## config.mk

```make
export PLATFORM = sky130hd
export DESIGN_NAME = flash_host_ctrl
export DESIGN_NICKNAME = d
export VERILOG_FILES = /design/src/verilog/flash_host_pkg.sv /design/src/verilog/flash_bank_decode.sv /design/src/verilog/flash_host_ctrl.sv
export SDC_FILE = /design/constraint.sdc
export NUM_CORES = 1
export LEC_CHECK = 0
export ABC_AREA = 1
export BUFFER_PORTS_ARGS = -buffer_cell sky130_fd_sc_hd__buf_2
export CELL_PAD_IN_SITES_DETAIL_PLACEMENT = 0
export CELL_PAD_IN_SITES_GLOBAL_PLACEMENT = 1
export CORE_MARGIN = 2
export CORE_UTILIZATION = 36
export DETAILED_ROUTE_END_ITERATION = 12
export GPL_ROUTABILITY_DRIVEN = 0
export PLACE_DENSITY = 0.88
export REMOVE_ABC_BUFFERS = 1
export SLEW_MARGIN = 20
export SYNTH_ARGS = -nofsm -noshare
export SYNTH_HDL_FRONTEND = slang
export SYNTH_SLANG_ARGS = --single-unit
```

## constraint.sdc

```tcl
create_clock -name clk_sys -period 1.8 [get_ports clk_sys]
set_clock_uncertainty 0.15 [all_clocks]
set_input_delay 0 -clock clk_sys [delete_from_list [all_inputs] [get_ports clk_sys]]
set_output_delay 0 -clock clk_sys [all_outputs]
set_load 0.02 [all_outputs]
```

## src/verilog/flash_host_pkg.sv

```systemverilog
// Purpose: Constants and types shared by the parallel flash host controller.
// Assumes: 16-bit word device, 23 word address lines, 40 MHz system clock.
// Notes:   Timing figures are in ns; cycle counts are derived from the clock rate.
package flash_host_pkg;
   localparam int ADDR_W        = 23;          // Word address width
   localparam int DATA_W        = 16;          // Word data width
   localparam int CLK_NS        = 25;          // System clock period
   localparam int PAGE_LSB_W    = 3;           // Word-in-page field width
   localparam int BANK_W        = 3;           // Bank field width at the top of the address
   // Access times, as printed for the fastest grade
   localparam int T_ACC_NS      = 55;          // Random / chip-select access
   localparam int T_PACC_NS     = 20;          // In-page access
   localparam int T_WP_NS       = 35;          // Write strobe low width (chosen)
   localparam int T_WPH_NS      = 25;          // Write strobe high recovery (chosen)
   // Least times round up to whole cycles
   localparam int ACC_CYC   = (T_ACC_NS  + CLK_NS - 1) / CLK_NS + 1;
   localparam int PACC_CYC  = (T_PACC_NS + CLK_NS - 1) / CLK_NS + 1;
   localparam int WP_CYC    = (T_WP_NS   + CLK_NS - 1) / CLK_NS;
   localparam int WPH_CYC   = (T_WPH_NS  + CLK_NS - 1) / CLK_NS;
   localparam int CNT_W     = 4;               // Wait counter width
   localparam logic [CNT_W-1:0] CNT_ONE = 4'h1;
   localparam logic [CNT_W-1:0] CNT_ZERO = 4'h0;
   // Bank codes from the top three address bits
   localparam logic [BANK_W-1:0] BANK_A_CODE = 3'h0;
   localparam logic [BANK_W-1:0] BANK_D_CODE = 3'h7;
   localparam logic [BANK_W-1:0] BANK_C_LOW  = 3'h4;
   localparam logic [1:0] BANK_A = 2'h0;
   localparam logic [1:0] BANK_B = 2'h1;
   localparam logic [1:0] BANK_C = 2'h2;
   localparam logic [1:0] BANK_D = 2'h3;
   // Operation requests from the user side
   typedef enum logic [1:0] {
      OP_READ    = 2'h0,
      OP_WRITE   = 2'h1,
      OP_NONE    = 2'h2
   } op_type;
   // Bus sequencer states, Gray coded out of idle along the read and write paths; each return to idle changes two bits
   typedef enum logic [2:0] {
      ST_IDLE   = 3'h0,
      ST_RWAIT  = 3'h1,
      ST_RDONE  = 3'h3,
      ST_WLOW   = 3'h2,
      ST_WHIGH  = 3'h6
   } state_type;
endpackage

```

## src/verilog/flash_bank_decode.sv

```systemverilog
// Purpose: Decode the bank from the top address bits and spot page hits.
// Assumes: Pure combinational, same clock domain as the caller.
// Notes:   A page hit needs an open page; the caller closes it on deselect.
`timescale 1ns/1ps
module flash_bank_decode
   import flash_host_pkg::*;
(
   input  wire logic [ADDR_W-1:0] addr,       // Requested word address
   input  wire logic [ADDR_W-1:0] open_addr,  // Address of the open page
   input  wire logic              page_open,  // A page is held open
   output logic      [1:0]        bank,       // Bank index A..D
   output logic                   page_hit    // Same page as the open one
);
   logic [BANK_W-1:0] top;  // Bank field

   // Bank select table
   always_comb begin
      top = addr[ADDR_W-1 -: BANK_W];
      if (top == BANK_A_CODE) begin
         bank = BANK_A;
      end else if (top == BANK_D_CODE) begin
         bank = BANK_D;
      end else if (top < BANK_C_LOW) begin
         bank = BANK_B;
      end else begin
         bank = BANK_C;
      end
      // Upper bits from bit 3 select the page
      page_hit = page_open &&
                 (addr[ADDR_W-1:PAGE_LSB_W] == open_addr[ADDR_W-1:PAGE_LSB_W]);
   end
endmodule

```

## src/verilog/flash_host_ctrl.sv

```systemverilog
// Purpose: Host controller driving an asynchronous 16-bit parallel flash.
// Assumes: One clock; the flash has no clock; ready_busy_out is open drain.
// Notes:   Reads wait full or page access time; writes are strobed cycles.
//
// Contract
// - Read: chip select, output enable low
// - Write: strobe, chip select low, enable high
// - Accelerate voltage only for bypass programs; here raised whenever accel_req is set and no read is open
// - Protect pin high for edge sector writes
// - Protect pin never left floating
`timescale 1ns/1ps
module flash_host_ctrl
   import flash_host_pkg::*;
(
   input  wire logic                     clk_sys,       // System clock, 40 MHz
   input  wire logic                     rst,           // Synchronous reset, active high
   input  wire flash_host_pkg::op_type   req_op,        // Requested operation
   input  wire logic                     req_valid,     // Request strobe, one cycle
   input  wire logic [flash_host_pkg::ADDR_W-1:0] req_addr, // Word address
   input  wire logic [flash_host_pkg::DATA_W-1:0] req_wdata, // Write word
   input  wire logic                     accel_req,     // Ask for accelerated programming
   input  wire logic                     protect_req,   // Ask to guard edge sectors
   input  wire logic                     flash_reset_req, // Hold the flash in reset
   output logic                          req_ready,     // Able to take a request
   output logic                          rsp_valid,     // Read data valid, one cycle
   output logic [flash_host_pkg::DATA_W-1:0] rsp_rdata, // Read word
   output logic [1:0]                    rsp_bank,      // Bank of the last access
   output logic                          flash_ready,   // Filtered ready/busy level
   output logic [flash_host_pkg::ADDR_W-1:0] word_address_lines, // Address pins
   output logic                          chip_sel_n,    // Chip select, active low
   output logic                          out_en_n,      // Output enable, active low
   output logic                          wr_strobe_n,   // Write strobe, active low
   output logic                          reset_n,       // Flash reset pin, active low
   output logic                          protect_accel_pin, // Logic-level protect pin
   output logic                          accel_high_voltage, // Enables high-voltage switch
   output logic [flash_host_pkg::DATA_W-1:0] word_data_lines_o,  // Data out
   output logic                          word_data_lines_oe, // High while host drives
   input  wire logic [flash_host_pkg::DATA_W-1:0] word_data_lines_i, // Data in
   input  wire logic                     ready_busy_out // Ready/busy pin from flash
);
   state_type               st_q, st_d;          // Sequencer state
   logic [CNT_W-1:0]        cnt_q, cnt_d;        // Access wait counter
   logic [ADDR_W-1:0]       addr_q, addr_d;      // Address pins register
   logic [ADDR_W-1:0]       open_q, open_d;      // Open page address
   logic                    popen_q, popen_d;    // Page open flag
   logic [DATA_W-1:0]       wd_q, wd_d;          // Write data register
   logic [DATA_W-1:0]       rd_q, rd_d;          // Read data register
   logic                    oe_q, oe_d;          // Data drive enable
   logic                    cs_q, cs_d;          // Chip select, active high inside
   logic                    rdq_q, rdq_d;        // Output enable, active high inside
   logic                    wr_q, wr_d;          // Write strobe, active high inside
   logic                    vld_q, vld_d;        // Response valid
   logic                    rdy_q, rdy_d;        // Request ready
   logic [1:0]              bank_q, bank_d;      // Last bank
   logic                    rst_pin_q, rst_pin_d; // Flash reset driven
   logic                    wp_q, wp_d;          // Protect pin level
   logic                    hv_q, hv_d;          // High voltage enable
   logic [2:0]              rb_sync_q;           // Ready/busy synchroniser
   logic                    rb_q, rb_d;          // Filtered ready level
   logic [1:0]              dec_bank;            // Decoded bank of request
   logic                    dec_hit;             // Request hits the open page

   flash_bank_decode u_dec (
      .addr      (req_addr),
      .open_addr (open_q),
      .page_open (popen_q),
      .bank      (dec_bank),
      .page_hit  (dec_hit)
   );

   // Three-stage synchroniser for the asynchronous ready/busy pin
   always_ff @(posedge clk_sys) begin
      if (rst) begin
         rb_sync_q <= 3'h7;
      end else begin
         rb_sync_q <= {rb_sync_q[1:0], ready_busy_out};
      end
   end

   // Ready level changes only once stages two and three agree
   always_comb begin
      rb_d = rb_q;
      if (rb_sync_q[1] == rb_sync_q[2]) begin
         rb_d = rb_sync_q[2];
      end
   end

   // Sequencer next state
   always_comb begin
      st_d      = st_q;
      cnt_d     = cnt_q;
      addr_d    = addr_q;
      open_d    = open_q;
      popen_d   = popen_q;
      wd_d      = wd_q;
      rd_d      = rd_q;
      oe_d      = oe_q;
      cs_d      = cs_q;
      rdq_d     = rdq_q;
      wr_d      = wr_q;
      vld_d     = 1'b0;
      rdy_d     = rdy_q;
      bank_d    = bank_q;
      // Pin controls follow the user; reset pin idles the bus
      rst_pin_d = flash_reset_req;
      // Never leave the protect pin floating; high unless guarding is asked
      wp_d      = ~protect_req;
      case (st_q)
         ST_IDLE: begin
            if (req_valid && rdy_q && !flash_reset_req && req_op == OP_READ) begin
               addr_d = req_addr;
               bank_d = dec_bank;
               cs_d   = 1'b1;
               rdq_d  = 1'b1;
               wr_d   = 1'b0;
               oe_d   = 1'b0;
               rdy_d  = 1'b0;
               // Short delay only within the open page
               cnt_d  = dec_hit ? CNT_W'(PACC_CYC) : CNT_W'(ACC_CYC);
               open_d  = req_addr;
               popen_d = 1'b1;
               st_d   = ST_RWAIT;
            end else if (req_valid && rdy_q && !flash_reset_req && req_op == OP_WRITE) begin
               // Output enable drops first so the strobe never meets a read
               addr_d = req_addr;
               wd_d   = req_wdata;
               bank_d = dec_bank;
               rdq_d  = 1'b0;
               cs_d   = 1'b1;
               oe_d   = 1'b1;
               wr_d   = 1'b0;
               rdy_d  = 1'b0;
               popen_d = 1'b0;   // Writes close any page
               cnt_d  = CNT_W'(WP_CYC);
               st_d   = ST_WLOW;
            end else if (flash_reset_req) begin
               // Flash reset returns it to array read; page closed
               cs_d    = 1'b0;
               rdq_d   = 1'b0;
               popen_d = 1'b0;
               rdy_d   = 1'b0;
            end else begin
               // Ready waits one cycle after the flash reset pin rises, as recovery
               rdy_d = !rst_pin_q;
               // Idle deselects, which ends the page
               if (!req_valid) begin
                  cs_d    = 1'b0;
                  rdq_d   = 1'b0;
                  popen_d = 1'b0;
               end
            end
         end
         ST_RWAIT: begin
            if (cnt_q == CNT_ONE) begin
               st_d = ST_RDONE;
            end
            cnt_d = cnt_q - CNT_ONE;
         end
         ST_RDONE: begin
            // Sample data after the access delay; same timing for autoselect
            rd_d  = word_data_lines_i;
            vld_d = 1'b1;
            rdy_d = !(rst_pin_q || flash_reset_req);
            st_d  = ST_IDLE;
         end
         ST_WLOW: begin
            // Strobe low only with output enable high
            wr_d = !rdq_q;
            if (cnt_q == CNT_ONE) begin
               cnt_d = CNT_W'(WPH_CYC);
               st_d  = ST_WHIGH;
            end else begin
               cnt_d = cnt_q - CNT_ONE;
            end
         end
         ST_WHIGH: begin
            // Strobe rises one cycle after entry; select and data hold for the recovery span,
            // so the flash never sees them drop on the latching edge
            wr_d = 1'b0;
            if (cnt_q == CNT_ZERO) begin
               oe_d  = 1'b0;
               cs_d  = 1'b0;
               rdy_d = !(rst_pin_q || flash_reset_req);
               st_d  = ST_IDLE;
            end else begin
               cnt_d = cnt_q - CNT_ONE;
            end
         end
         default: begin
            st_d = ST_IDLE;
         end
      endcase
      // High voltage only while not reading; uses the next output enable level
      hv_d      = accel_req && !rdq_d;
   end

   // Registers; every pin comes straight from one of these
   always_ff @(posedge clk_sys) begin
      if (rst) begin
         st_q      <= ST_IDLE;
         cnt_q     <= CNT_ZERO;
         addr_q    <= '0;
         open_q    <= '0;
         popen_q   <= 1'b0;
         wd_q      <= '0;
         rd_q      <= '0;
         oe_q      <= 1'b0;
         cs_q      <= 1'b0;
         rdq_q     <= 1'b0;
         wr_q      <= 1'b0;
         vld_q     <= 1'b0;
         rdy_q     <= 1'b0;
         bank_q    <= BANK_A;
         rst_pin_q <= 1'b1;
         wp_q      <= 1'b1;
         hv_q      <= 1'b0;
         rb_q      <= 1'b1;
      end else begin
         st_q      <= st_d;
         cnt_q     <= cnt_d;
         addr_q    <= addr_d;
         open_q    <= open_d;
         popen_q   <= popen_d;
         wd_q      <= wd_d;
         rd_q      <= rd_d;
         oe_q      <= oe_d;
         cs_q      <= cs_d;
         rdq_q     <= rdq_d;
         wr_q      <= wr_d;
         vld_q     <= vld_d;
         rdy_q     <= rdy_d;
         bank_q    <= bank_d;
         rst_pin_q <= rst_pin_d;
         wp_q      <= wp_d;
         hv_q      <= hv_d;
         rb_q      <= rb_d;
      end
   end

   assign req_ready          = rdy_q;
   assign rsp_valid          = vld_q;
   assign rsp_rdata          = rd_q;
   assign rsp_bank           = bank_q;
   assign flash_ready        = rb_q;
   assign word_address_lines = addr_q;
   assign chip_sel_n         = ~cs_q;
   assign out_en_n           = ~rdq_q;
   assign wr_strobe_n        = ~wr_q;
   assign reset_n            = ~rst_pin_q;
   assign protect_accel_pin  = wp_q;
   assign accel_high_voltage = hv_q;
   assign word_data_lines_o  = wd_q;
   assign word_data_lines_oe = oe_q;

   localparam int FULL_RSP_CYC = ACC_CYC + 1;  // Wait entry to response, full access
   localparam int PAGE_RSP_CYC = PACC_CYC + 1; // Wait entry to response, in-page access
endmodule

```

==> flow_metrics.env <==
export IMPL_hp_class="input pin to flip-flop"
export IMPL_ys_types=30
export IMPL_ir_worst_vdd_mv=0.585
export IMPL_status="complete, no violations"
export IMPL_grt_pass1_wl_mm=18.4
export IMPL_io_buffers=130
export IMPL_relSlewSlack_pct=76.6
export IMPL_crit_type="flip-flop to flip-flop"
export IMPL_wire_per_inst_microns=12.5
export IMPL_dr_pass1_iters=5
export IMPL_startpoint_type="flip-flop"
export IMPL_p_per_area_nw_per_um2=829
export IMPL_clock_sinks=98
export IMPL_layout_nets=796
export IMPL_die_x_microns=110
export IMPL_grt_pass1_vias=3979
export IMPL_antenna_left=0
export IMPL_p_leak_uw=0.00275
export IMPL_min_from="req_valid"
export IMPL_ff2ff_path_depth=9
export IMPL_dpl_hpwl_mm=7.36
export IMPL_cts_tree="built"
export IMPL_final_max_slew_viol_count=0
export IMPL_antenna_found_initial=0
export IMPL_cts_root_buf="clkbuf_16"
export IMPL_fmax_mhz=606
export IMPL_coreArea_sq_um=10900
export IMPL_cp_required_ps=1920
export IMPL_period_share_pct=91.7
export IMPL_min_path_cells=5
export IMPL_synth_area_sq_um=4080
export IMPL_grt_max_degree=37
export IMPL_fill_cells=1058
export IMPL_whs_endpoint="cs_q"
export IMPL_avgSynthCellArea_sq_um=7.51
export IMPL_die_area_sq_um=12200
export IMPL_cp_max_fo=16
export IMPL_placed_cells=797
export IMPL_crit_chain="inv_1 > nor2_4 > nand2_4 > inv_2 > nand2_8 > nor2_8 > buf_12 > o21ai_0 > nor2_1"
export IMPL_h_tree_depth=3
export IMPL_yosysWarnings=0
export IMPL_pin_count=131
export IMPL_setup_violations=0
export IMPL_arrival_ps=1770
export IMPL_timing_rr_end="word_data_lines_o[6]"
export IMPL_final_cells=874
export IMPL_worstSetupEndpointType="flip-flop"
export IMPL_crit_slowest_cell="dfxtp_1"
export IMPL_maxCapViolations=0
export IMPL_drt_iter0_markers=183
export IMPL_totalWireLength_mm=10.9
export IMPL_start_util_pct=37.3
export IMPL_gr_usage_all_layers_pct=18.3
export IMPL_critPathMaxStageDelay_ps=360
export IMPL_path_clk_slew_ps=60
export IMPL_synth_ff_latch_count=98
export IMPL_drc=0
export IMPL_regToRegSetupSlack_ps=150
export IMPL_hold_viol_final=0
export IMPL_layout_min_cycle_time_ps=1650
export IMPL_num_rows=38
export IMPL_worst_slew_pin_slew_ps=350
export IMPL_num_vias=4050
export IMPL_grt_overflow_total=0
export IMPL_r2r_start="req_ready"
export IMPL_cts_buffers=9
export IMPL_clk_latency_ps=350
export IMPL_layout_drive_gt1_share_pct=24.8
export IMPL_diodes=0
export IMPL_die_h_microns=110
export IMPL_ys_seq_area_share_pct=48.1
export IMPL_max_clock_path_buffers=2
export IMPL_synthToLayoutAreaGrowth_pct=40.8
export IMPL_syn_instance_count=543
export IMPL_vias_per_cell=4.63
export IMPL_rsz0062_at_grt="false"
export IMPL_fin_setup_tns_ps=0
-- state kept, by name, indices dropped and copies added (netlist names), 2 cells and up --
name and count:
st_q 3, rb_sync_q 3, rsp_rdata 16, word_data_lines_o 16, word_address_lines 23, rsp_bank 2, cnt_q 4, open_q 20
-- layout make-up --
class | instances | area (sq um) | share of cell area [%]
sequential | 98 | 1960 | 34.1
clock buffer | 14 | 274 | 4.77
inverter | 66 | 260 | 4.53
tap | 140 | 175 | 3.05
multi-input combinational | 357 | 1730 | 30.0
timing repair buffer | 198 | 1340 | 23.3
clock inverter | 1 | 8.76 | 0.152
-- placed cells by master, fill, tap and decap left out, drive strengths merged --
master	netlist	routed
a211oi	8	8
a21oi	52	52
clkinv	0	2
dlygate4sd3	0	60
nand2	88	88
ha	2	2
inv	66	65
or2	6	6
dfxtp	98	98
xnor2	2	2
buf	11	138
o211ai	1	1
nand3	12	12
nor3	2	2
nor2	109	109
clkbuf	11	14
o21ai	75	75
-- through the flow --
stage,hold slack [ps],setup WS (ps),total power [uW],cell area (sq um),util [%]
after global placement,18.0,164,2850,4820,44.0
after floorplan,-87.6,4.63,2670,3950,-
after detailed placement,26.9,100,2860,4820,44.0
after global routing,90.2,14.7,4990,5750,52.5
after CTS,22.1,82.6,4800,5700,52.1
final,24.0,150,4760,5750,52.5
-- how the worst max path moves through the flow --
stage,from,cells after the start,end
floorplan,req_ready,9,open_q[11]
global placement,st_q[2],8,word_data_lines_o[12]
detailed placement,req_ready,9,word_data_lines_o[12]
CTS,req_ready,9,word_data_lines_o[12]
global route,req_ready,9,open_q[11]
finish,req_ready,9,word_data_lines_o[6]
-- report_power, final --
part	internal [uW]	switching [uW]
logic	296	366
clock network	1050	794
registers	2220	39.6
total	3560	1200
-- cell usage after synthesis --
master / count / area, sq um
nor2_1: 102 / 383
dfxtp_1: 98 / 1960
nand2_1: 84 / 315
o21ai_0: 68 / 340
inv_1: 54 / 203
a21oi_1: 51 / 255
clkbuf_1: 11 / 41.3
nand3_1: 11 / 55.1
inv_2: 9 / 33.8
a211oi_1: 8 / 60.1
o21ai_1: 6 / 30.0
buf_6: 5 / 56.3
or2_2: 5 / 31.3
nor2_4: 4 / 45.0
buf_2: 3 / 15.0
buf_4: 3 / 22.5
nor2_8: 3 / 60.1
ha_1: 2 / 25.0
inv_4: 2 / 12.5
nand2_4: 2 / 22.5
nor3_1: 2 / 10.0
xnor2_1: 2 / 17.5
a21oi_2: 1 / 8.76
inv_6: 1 / 8.76
nand2_2: 1 / 6.26
nand2_8: 1 / 20.0
nand3_4: 1 / 17.5
o211ai_1: 1 / 7.51
o21ai_2: 1 / 8.76
or2_1: 1 / 6.26
-- critical path: cells and delay by family, from the launching register on --
| kind | cells | cell delay, ps |
|---|---|---|
| simple gates | 5 | 660 |
| flops | 1 | 360 |
| buf+inv | 3 | 330 |
| compound gates | 1 | 70 |
-- timing repair --
action / 4_1_cts / 5_1_grt
hold buffers: 60 / 0
endpoints found under the hold margin: 86 / 0
gates resized for setup: 0 / 2
setup buffers: 0 / 2
setup endpoints to repair: 0 / 31
-- cells by family after synthesis --
group,Yosys count,share of synthesized area (%)
compound gates,136,17.4
xor+xnor,2,0.429
fa+ha+maj,2,0.613
buf+inv,88,9.63
flops,98,48.1
simple gates,217,23.8
-- per-layer routing --
layer | wire, microns | GRT usage [%] | vias up | share of wire, %
met5 | 0 | 0 | - | 0
met2 | 5030 | 30.7 | 122 | 46
met3 | 660 | 4.72 | 18 | 6.0
met1 | 5030 | 22.5 | 1814 | 46
met4 | 213 | 7.17 | 0 | 1.9
li1 | - | - | 2096 | -
No activity file was read; power rests on OpenSTA's default activity.
